==> config.mk <==
export PLATFORM = sky130hd
export DESIGN_NAME = hce_encoder
export DESIGN_NICKNAME = d
export VERILOG_FILES = /design/src/rtl/hce_pkg.sv /design/src/rtl/hce_encoder.sv /design/src/rtl/hce_fifo.sv
export VERILOG_INCLUDE_DIRS = /design/src /design/src/rtl
export SDC_FILE = /design/constraint.sdc
export NUM_CORES = 1
export LEC_CHECK = 0
export ABC_AREA = 1
export BUFFER_PORTS_ARGS = -buffer_cell sky130_fd_sc_hd__buf_2
export CAP_MARGIN = 30
export CORE_AREA = 2 2 170 172
export CTS_CLUSTER_SIZE = 20
export DETAILED_ROUTE_END_ITERATION = 16
export DIE_AREA = 0 0 172 174
export PLACE_DENSITY = 0.7
export SYNTH_ARGS = -nofsm -noshare
export SYNTH_HDL_FRONTEND = slang
export SYNTH_SLANG_ARGS = --single-unit
==> constraint.sdc <==
create_clock -name clk -period 10.64 [get_ports clk]
set_clock_uncertainty 0.05 [all_clocks]
set_input_delay 2.128 -clock clk [delete_from_list [all_inputs] [get_ports clk]]
set_output_delay 2.128 -clock clk [all_outputs]
set_load 0.005 [all_outputs]
==> src/rtl/hce_params.svh <==
// hce_params.svh: constants of the hopping-code encoder (lengths, widths, timing counts).
// assumes a single 50 MHz clock; included by bare name from rtl/.
// How it works
// - A pressed switch wakes the encoder, which waits about 6.5 ms and then samples the switches and starts sending.
// - The hopping field is re-encrypted from a counter that steps on every press still held when the debounce wait ends, so each such press sends a new value.
// - Every packet bit leaves on the serial output as a balanced Manchester symbol, high half then low half for a one.
// - A packet goes out as preamble, then sync header, then encrypted and fixed fields, then the check field.
// - The payload after the header is exactly 67 bits long.
// - Each packet is followed by a silent guard period before the next may start.
// - The encrypted part carries the switch bits and counter sync data, and spans 32 bits of hopping value.
// - The low-supply level is sampled for every packet and sent as a flag bit.
// - Packets repeat with guard periods while any switch is held, and the encoder returns to idle on release.
// - Switch inputs are active high and a high input both wakes the encoder and counts as pressed.
// - The led drive sinks current whenever a packet or its guard period is in progress and is released otherwise.
`ifndef HCE_PARAMS_SVH
`define HCE_PARAMS_SVH

// ----------------------------------------------------------------------------
// clock and timing
// ----------------------------------------------------------------------------
`define HCE_CLK_PERIOD_NS   20
`define HCE_DEBOUNCE_NS     6500000
// least time, rounded up to whole cycles
`define HCE_DEBOUNCE_CYC    ((`HCE_DEBOUNCE_NS + `HCE_CLK_PERIOD_NS - 1) / `HCE_CLK_PERIOD_NS)
`define HCE_BIT_NS          400000
`define HCE_BIT_CYC         (`HCE_BIT_NS / `HCE_CLK_PERIOD_NS)
`define HCE_GUARD_NS        15000000
`define HCE_GUARD_CYC       (`HCE_GUARD_NS / `HCE_CLK_PERIOD_NS)

// ----------------------------------------------------------------------------
// packet layout
// ----------------------------------------------------------------------------
`define HCE_PREAMBLE_LEN    12
`define HCE_HEADER_LEN      10
`define HCE_PAYLOAD_LEN     67
`define HCE_HOP_W           32
`define HCE_FIXED_W         28
`define HCE_CNT_W           16
`define HCE_CRC_POLY        2'h3
`define HCE_FIFO_DEPTH      16
// arbitrary values, not tied to any product
`define HCE_SERIAL_ID       28'h0a5c3e1
`define HCE_CIPHER_KEY      64'h0123456789abcdef

`endif

==> src/rtl/hce_pkg.sv <==
// hce_pkg.sv: types shared by the hopping-code encoder.
// assumes hce_params.svh is on the include path.
package hce_pkg;
  // main sequencer states
  typedef enum logic [2:0] {
    HCE_IDLE,
    HCE_DEBOUNCE,
    HCE_LOAD,
    HCE_SEND,
    HCE_DRAIN,
    HCE_GUARD
  } hce_state_t;
endpackage

==> src/rtl/hce_encoder.sv <==
// hce_encoder.sv: hopping-code packet encoder with Manchester serial output.
// assumes switch and supply-monitor inputs are asynchronous pins; one 50 MHz clock.
`include "hce_params.svh"
`timescale 1ns/1ps
`default_nettype none

// ----------------------------------------------------------------------------
// cipher: swap this module to change the hopping algorithm
// ----------------------------------------------------------------------------
module hce_cipher #(
  parameter logic [63:0] KEY = `HCE_CIPHER_KEY
) (
  input  wire logic [31:0] plain,
  output logic      [31:0] coded
);
  // eight rotate/add/xor rounds; light mixing, not a strong cipher
  always_comb begin
    logic [31:0] x;
    logic [63:0] k;
    x = plain;
    k = KEY;
    for (int r = 0; r < 8; r++) begin
      x = ({x[26:0], x[31:27]} + k[31:0]) ^ k[63:32];
      k = {k[62:0], k[63]};
    end
    coded = x;
  end
endmodule // hce_cipher

module hce_encoder #(
  parameter int unsigned DEBOUNCE_CYC = `HCE_DEBOUNCE_CYC,
  parameter int unsigned BIT_CYC      = `HCE_BIT_CYC,
  parameter int unsigned GUARD_CYC    = `HCE_GUARD_CYC,
  parameter int          PRE_LEN      = `HCE_PREAMBLE_LEN,
  parameter int          HDR_LEN      = `HCE_HEADER_LEN,
  parameter logic [1:0]  CRC_POLY     = `HCE_CRC_POLY,
  parameter logic [27:0] SERIAL_ID    = `HCE_SERIAL_ID,
  parameter int          FIFO_DEPTH   = `HCE_FIFO_DEPTH
) (
  input  wire logic clk,
  input  wire logic reset,
  input  wire logic button_in_0,
  input  wire logic button_in_1,
  input  wire logic button_in_2,
  input  wire logic button_in_3,
  input  wire logic low_supply_in,
  output logic      rf_serial_out,
  output logic      led_drive_n
);
  import hce_pkg::*;

  localparam int TOTAL = PRE_LEN + HDR_LEN + `HCE_PAYLOAD_LEN;
  localparam int unsigned HALF_CYC = BIT_CYC / 2;

  hce_state_t        state;
  logic [3:0]        btn_meta;
  logic [3:0]        btn;
  logic              low_meta;
  logic              low_sync;
  logic [31:0]       wait_cnt;
  logic [`HCE_CNT_W-1:0] press_cnt;
  logic [TOTAL-1:0]  pkt_shift;
  logic [15:0]       bits_left;
  logic              any_btn;
  logic              wait_done_deb;
  logic              wait_done_grd;
  logic [31:0]       hop_plain;
  logic [31:0]       hop_code;
  logic [64:0]       body;
  logic [1:0]        crc;
  logic [TOTAL-1:0]  packet;
  logic              fifo_in_ready;
  logic              fifo_in_valid;
  logic              fifo_out_valid;
  logic              fifo_out_ready;
  logic [0:0]        fifo_out_data;
  logic              ser_busy;
  logic              ser_bit;
  logic [31:0]       ph_cnt;
  logic              ser_last;

  // check field over the 65 body bits, msb first
  function automatic logic [1:0] crc2(input logic [64:0] d, input logic [1:0] poly);
    logic [1:0] c;
    logic       fb;
    c = 2'h0;
    for (int i = 64; i >= 0; i--) begin
      fb = c[1] ^ d[i];
      c  = {c[0], 1'b0} ^ (fb ? poly : 2'h0);
    end
    return c;
  endfunction

  // ----------------------------------------------------------------------------
  // input synchronisers: pins are asynchronous to clk
  // ----------------------------------------------------------------------------
  always_ff @(posedge clk or posedge reset) begin
    if (reset) begin
      btn_meta <= 4'h0;
      btn      <= 4'h0;
      low_meta <= 1'b0;
      low_sync <= 1'b0;
    end else begin
      btn_meta <= {button_in_3, button_in_2, button_in_1, button_in_0};
      btn      <= btn_meta;
      low_meta <= low_supply_in;
      low_sync <= low_meta;
    end
  end

  // ----------------------------------------------------------------------------
  // packet assembly
  // ----------------------------------------------------------------------------
  assign any_btn       = |btn;
  assign wait_done_deb = (wait_cnt == DEBOUNCE_CYC - 1);
  assign wait_done_grd = (wait_cnt == GUARD_CYC - 1);
  // switch bits and counter ride inside the encrypted word
  assign hop_plain = {btn, SERIAL_ID[11:0], press_cnt};
  // 32 + 28 + 4 + 1 + 2 = 67 payload bits
  assign body   = {hop_code, SERIAL_ID, btn, low_sync};
  assign crc    = crc2(body, CRC_POLY);
  assign packet = {{PRE_LEN{1'b1}}, {HDR_LEN{1'b0}}, body, crc};

  hce_cipher u_cipher (
    .plain (hop_plain),
    .coded (hop_code)
  );

  // ----------------------------------------------------------------------------
  // sequencer
  // ----------------------------------------------------------------------------
  assign fifo_in_valid = (state == HCE_SEND);

  always_ff @(posedge clk or posedge reset) begin
    if (reset) begin
      state     <= HCE_IDLE;
      wait_cnt  <= 32'h0;
      press_cnt <= '0;
      pkt_shift <= '0;
      bits_left <= 16'h0;
    end else begin
      case (state)
        HCE_IDLE: begin
          wait_cnt <= 32'h0;
          if (any_btn) state <= HCE_DEBOUNCE;
        end
        HCE_DEBOUNCE: begin
          wait_cnt <= wait_cnt + 32'h1;
          if (wait_done_deb) begin
            if (any_btn) begin
              state     <= HCE_LOAD;
              press_cnt <= press_cnt + 1'b1;
            end else begin
              state <= HCE_IDLE;
            end
          end
        end
        HCE_LOAD: begin
          pkt_shift <= packet;
          bits_left <= 16'(TOTAL);
          state     <= HCE_SEND;
        end
        HCE_SEND: begin
          // fifo in_ready low stalls the bit feed
          if (fifo_in_ready) begin
            pkt_shift <= {pkt_shift[TOTAL-2:0], 1'b0};
            bits_left <= bits_left - 16'h1;
            if (bits_left == 16'h1) state <= HCE_DRAIN;
          end
        end
        HCE_DRAIN: begin
          wait_cnt <= 32'h0;
          if (!fifo_out_valid && !ser_busy) state <= HCE_GUARD;
        end
        HCE_GUARD: begin
          wait_cnt <= wait_cnt + 32'h1;
          if (wait_done_grd) begin
            wait_cnt <= 32'h0;
            state    <= any_btn ? HCE_LOAD : HCE_IDLE;
          end
        end
        default: state <= HCE_IDLE;
      endcase
    end
  end

  // ----------------------------------------------------------------------------
  // bit buffer between assembly and line coder
  // ----------------------------------------------------------------------------
  hce_fifo #(
    .WIDTH (1),
    .DEPTH (FIFO_DEPTH)
  ) u_fifo (
    .clk       (clk),
    .reset     (reset),
    .in_valid  (fifo_in_valid),
    .in_ready  (fifo_in_ready),
    .in_data   (pkt_shift[TOTAL-1]),
    .out_valid (fifo_out_valid),
    .out_ready (fifo_out_ready),
    .out_data  (fifo_out_data)
  );

  // ----------------------------------------------------------------------------
  // Manchester line coder
  // ----------------------------------------------------------------------------
  assign ser_last       = ser_busy && (ph_cnt == BIT_CYC - 1);
  // take the next bit on the last cycle so symbols run back to back
  assign fifo_out_ready = !ser_busy || ser_last;

  always_ff @(posedge clk or posedge reset) begin
    if (reset) begin
      ser_busy      <= 1'b0;
      ser_bit       <= 1'b0;
      ph_cnt        <= 32'h0;
      rf_serial_out <= 1'b0;
    end else if (fifo_out_valid && fifo_out_ready) begin
      ser_busy      <= 1'b1;
      ser_bit       <= fifo_out_data[0];
      ph_cnt        <= 32'h0;
      rf_serial_out <= fifo_out_data[0];
    end else if (ser_last) begin
      ser_busy      <= 1'b0;
      rf_serial_out <= 1'b0;                                        // line rests low
    end else if (ser_busy) begin
      ph_cnt <= ph_cnt + 32'h1;
      if (ph_cnt == HALF_CYC - 1) rf_serial_out <= ~ser_bit;
    end
  end

  // led sinks current during packets and guards
  always_ff @(posedge clk or posedge reset) begin
    if (reset) begin
      led_drive_n <= 1'b1;
    end else begin
      led_drive_n <= (state == HCE_IDLE) || (state == HCE_DEBOUNCE);
    end
  end
endmodule // hce_encoder
`default_nettype wire

==> src/rtl/hce_fifo.sv <==
// hce_fifo.sv: small synchronous fifo with valid/ready on both sides.
// assumes one clock, asynchronous active-high reset.
`timescale 1ns/1ps
`default_nettype none
module hce_fifo #(
  parameter int WIDTH = 1,
  parameter int DEPTH = 16
) (
  input  wire logic             clk,
  input  wire logic             reset,
  input  wire logic             in_valid,
  output logic                  in_ready,
  input  wire logic [WIDTH-1:0] in_data,
  output logic                  out_valid,
  input  wire logic             out_ready,
  output logic      [WIDTH-1:0] out_data
);
  localparam int AW = $clog2(DEPTH);

  logic [WIDTH-1:0] mem [DEPTH];
  logic [AW:0]      wr_ptr;
  logic [AW:0]      rd_ptr;
  logic             push;
  logic             pop;

  // ----------------------------------------------------------------------------
  // flags: extra pointer bit tells full from empty
  // ----------------------------------------------------------------------------
  assign in_ready  = (wr_ptr[AW] == rd_ptr[AW]) || (wr_ptr[AW-1:0] != rd_ptr[AW-1:0]);
  assign out_valid = (wr_ptr != rd_ptr);
  assign push      = in_valid && in_ready;
  assign pop       = out_valid && out_ready;
  assign out_data  = mem[rd_ptr[AW-1:0]];

  // storage, no reset needed on data
  always_ff @(posedge clk) begin
    if (push) begin
      mem[wr_ptr[AW-1:0]] <= in_data;
    end
  end

  // pointers
  always_ff @(posedge clk or posedge reset) begin
    if (reset) begin
      wr_ptr <= '0;
      rd_ptr <= '0;
    end else begin
      if (push) wr_ptr <= wr_ptr + 1'b1;
      if (pop)  rd_ptr <= rd_ptr + 1'b1;
    end
  end
endmodule // hce_fifo
`default_nettype wire

==> results.txt <==
----------------------------------------------------
[Placement]
  Number of port buffers ... 8
  Worst setup slack before clock tree synthesis ... 4860 ps
  Gpl congestion ... 0.908
  Area of placed instances ... roughly 16000 sq um
  Detailed Place HPWL ... 23600 microns

[Global route]
  Wire length of the first global-routing pass ... 57300 microns
  Pin count of the biggest net entering global routing ... 134
  GRT Residual Overflow ... 0
  Via count of the first global-routing pass ... roughly 13000
  Total routing resource utilization after global routing ... 0.225
  Number of antenna violations at the first check in global routing ... 0

[Floorplan]
  Cell Rows ... 62
  DIE AREA ... between 20000 and 30000 sq um
  Starting Density ... 0.538
  Floorplan core area ... approximately 28000 sq um
  Overall die width ... ~170 microns
  Count of pins on the block boundary ... 9
  Die Height ... 174 microns

[Power]
  LEAKAGE ... 8.13 nW
  Worst IR drop on VDD ... between 0.15 and 0.2 mV
  Power density relative to cell area ... 223 nW/um^2

[Drt]
  Number of iterations in the first detailed-routing pass ... 5
  Total detailed-routing wirelength ... 32800 microns
  Drt first-iter violations ... ~930
  Detailed-route wire length per cell ... 13.0 microns
  Vias ... 13367
  DR DRC count ... 0
  Vias per cell ... around 5.3
  Post-DRT Antenna Nets ... 0

[Synth]
  Mapped Area ... 15200 sq um
  Fraction of registers with async set or reset after synthesis ... 0.930
  Number of instances in the synthesized netlist ... 2113
  Synth Net Count ... 2147
  Register area share after synthesis ... 0.381
  Number of register bits inferred by synthesis ... between 200 and 250
  Yosys warns ... 0
  Number of enable-type register cells in the synthesized netlist ... 16
  Synth cell types ... 53
  Post-synth top flop ... sky130_fd_sc_hd__dfrtp_1
  Mean instance size in the synthesized netlist ... 7.19 sq um

[Clocking]
  CTS clk-pin slew, worst paths ... 60 ps
  Clock buffer count from CTS ... 25
  Count of clock tree sinks ... between 200 and 250
  PostCTS Resize Cnt ... 0
  Clock Latency Late Sink ... around 540 ps
  CTS root buf ... sky130_fd_sc_hd__clkbuf_16
  # H-tree levels ... 1
  Number of buffers inserted by post-CTS setup repair ... 0
  Post-cts hold buffer count ... 0
  Clk buf depth ... 3
  CTS tree ... built

[Setup path]
  Most prevalent standard cell on the critical path ... sky130_fd_sc_hd__nand2_1
  Worst Path Required ... 11020 ps
  Max stage delay cell, worst path ... sky130_fd_sc_hd__dfrtp_1
  Reg2Reg Launch Point ... btn[1]
  FF-to-FF path depth ... between 40 and 50
  Critical path startpoint category ... register
  Worst setup EP type ... register
  CP delay by family, top ... simple AND/OR/NAND/NOR gates
  Buffering stage count on the worst path with inverters included ... 4
  Worst R2R Setup Slack ... around 4800 ps
  Crit Path Max Fanout ... 6
  Critical path class ... reg -> reg
  Arrival time worst endpoint ... 6190 ps
  Delay of the slowest critical-path stage ... 490 ps
  Destination of the worst register-to-register timing path ... pkt_shift[1]

[Finish]
  Highest-count cells in the layout ignoring fill and taps ... sky130_fd_sc_hd__nand2_1 (569), sky130_fd_sc_hd__inv_1 (249), sky130_fd_sc_hd__dfrtp_1 (211)
  Register area ... around 5800 sq um
  Fill cell total of the finished layout ... 2617
  Share of post-route cells with drive strength above 1 ... 0.125
  Most common cell after layout, fill and taps aside ... sky130_fd_sc_hd__nand2_1
  Layout Utilization ... 0.588
  Area overhead of the layout relative to synthesis ... 9.19%
  Area of the multi-input gates ... 8130 sq um
  Diodes inserted ... 0
  Number of nets at the end of the flow ... about 2100
  Final Cell Area ... 16600 sq um

[Run status]
  Outcome ... completed

[Run]
  Maximum capacitance violations ... 0

[Min path]
  Worst-case hold path end point ... btn[3]
  Number of stages on the worst hold path ... 0
  Beginning of the worst hold path ... btn_meta[3]
  Path class of the lowest-slack min-delay path ... reg -> reg

[Timing]
  Final setup vio count ... 0
  RSZ-0062 raised after global routing ... no
  Final Hold Violating Endpoints ... 0
  Count of final max-slew check failures ... 0
  Fin crit period ... about 5800 ps
  Slew headroom ... 0.389
  Setup Total Neg Slack ... 0 ps
  Upper clock frequency limit ... 0.172 GHz
  Final worst-path setup slack ... 4830 ps
  Period Utilization, post-route ... 0.546
  Worst Max-Slew Pin Slew ... 917 ps

----------------------------------------------------
through the flow:
step           hold WS, ps  power, mW  std cells
3_3_place_gp           294       2.69       2469
5_1_grt                323       4.01       2516
3_5_place_dp           292       2.72       2470
2_1_floorplan          281       2.40       2113
4_1_cts                316       3.72       2516
6_report               309       3.71       2516
cell families after synthesis:
| group | after synthesis | share of synthesized area |
|---|---|---|
| AOI/OAI and AO/OA | 251 | 0.102 |
| buffers and inverters | 339 | 0.0852 |
| and+or+nand+nor | 1205 | 0.373 |
| xor gates and xnor gates | 63 | 0.0368 |
| DFF | 228 | 0.381 |
| adders and majority gates | 27 | 0.0222 |
final cells by class:
type | instances | area share
Clock buffer | 30 | 0.0419
Multi-Input combinational cell | 1546 | 0.490
Sequential cell | 228 | 0.349
Clock inverter | 16 | 0.0154
Timing Repair Buffer | 18 | 0.00814
Tap cell | 384 | 0.0290
Inverter | 294 | 0.0671
worst max-delay path by stage:
| stage | slack (ps) | to | start | depth (start not counted) |
|---|---|---|---|---|
| 5_1_grt | 4070 | pkt_shift[1] | btn[1] | 49 |
| 2_1_floorplan | 2670 | bits_left[0] | reset | 1 |
| 3_5_place_dp | 4860 | pkt_shift[1] | btn[1] | 51 |
| 3_3_place_gp | 4980 | pkt_shift[1] | btn[1] | 51 |
| 4_1_cts | 4820 | pkt_shift[1] | btn[1] | 51 |
| 6_report | 4830 | pkt_shift[1] | btn[1] | 49 |
synth_stat cells, types with 6 or more instances:
library cell	number	area, sq um
sky130_fd_sc_hd__o211ai_1	13	97.6
sky130_fd_sc_hd__nor4_1	21	131
sky130_fd_sc_hd__nand3_4	7	123
sky130_fd_sc_hd__nand3b_1	12	90.1
sky130_fd_sc_hd__nor2_2	14	87.6
sky130_fd_sc_hd__edfxtp_1	16	480
sky130_fd_sc_hd__o21ai_0	77	385
sky130_fd_sc_hd__a22oi_1	22	165
sky130_fd_sc_hd__a31oi_1	6	37.5
sky130_fd_sc_hd__nand2_1	569	2140
sky130_fd_sc_hd__clkbuf_1	35	131
sky130_fd_sc_hd__nand2_4	19	214
sky130_fd_sc_hd__nand2_2	80	500
sky130_fd_sc_hd__nor3_1	42	210
sky130_fd_sc_hd__ha_1	27	338
sky130_fd_sc_hd__inv_2	41	154
sky130_fd_sc_hd__dfrtp_1	211	5280
sky130_fd_sc_hd__o22ai_1	26	163
sky130_fd_sc_hd__xor2_1	48	420
sky130_fd_sc_hd__nand4_1	31	194
sky130_fd_sc_hd__xnor2_1	14	123
sky130_fd_sc_hd__a21oi_1	61	305
sky130_fd_sc_hd__nor2_4	7	78.8
sky130_fd_sc_hd__nor2_1	182	683
sky130_fd_sc_hd__inv_1	251	942
sky130_fd_sc_hd__nand3_2	17	170
sky130_fd_sc_hd__o221ai_1	20	175
sky130_fd_sc_hd__nand3_1	197	986
state kept, by name, indices dropped and copies added, names as in the netlist:
register,count
u_fifo.wr_ptr,5
u_fifo.rd_ptr,5
btn_meta,4
ser_busy,1
pkt_shift,89
state,3
ser_bit,1
u_fifo.mem,16
low_sync,1
led_drive_n,1
low_meta,1
press_cnt,16
bits_left,16
rf_serial_out,1
ph_cnt,32
wait_cnt,32
btn,4
routing by layer:
layer | vias up | wire length [microns] | track usage
li1 | 6884 | - | -
met1 | 6249 | 15800 | 0.311
met5 | - | 0 | 0
met3 | 49 | 1220 | 0.0301
met2 | 185 | 15000 | 0.371
met4 | 0 | 817 | 0.0648
power breakdown:
| group | switching (mW) | leakage, nW | total [mW] | internal [mW] |
|---|---|---|---|---|
| Combinational | 1.02 | 4.82 | 1.53 | 0.507 |
| Clock | 0.373 | 0.477 | 0.988 | 0.615 |
| Sequential | 0.114 | 2.83 | 1.19 | 1.08 |
No activity file was read; power rests on OpenSTA's default activity.
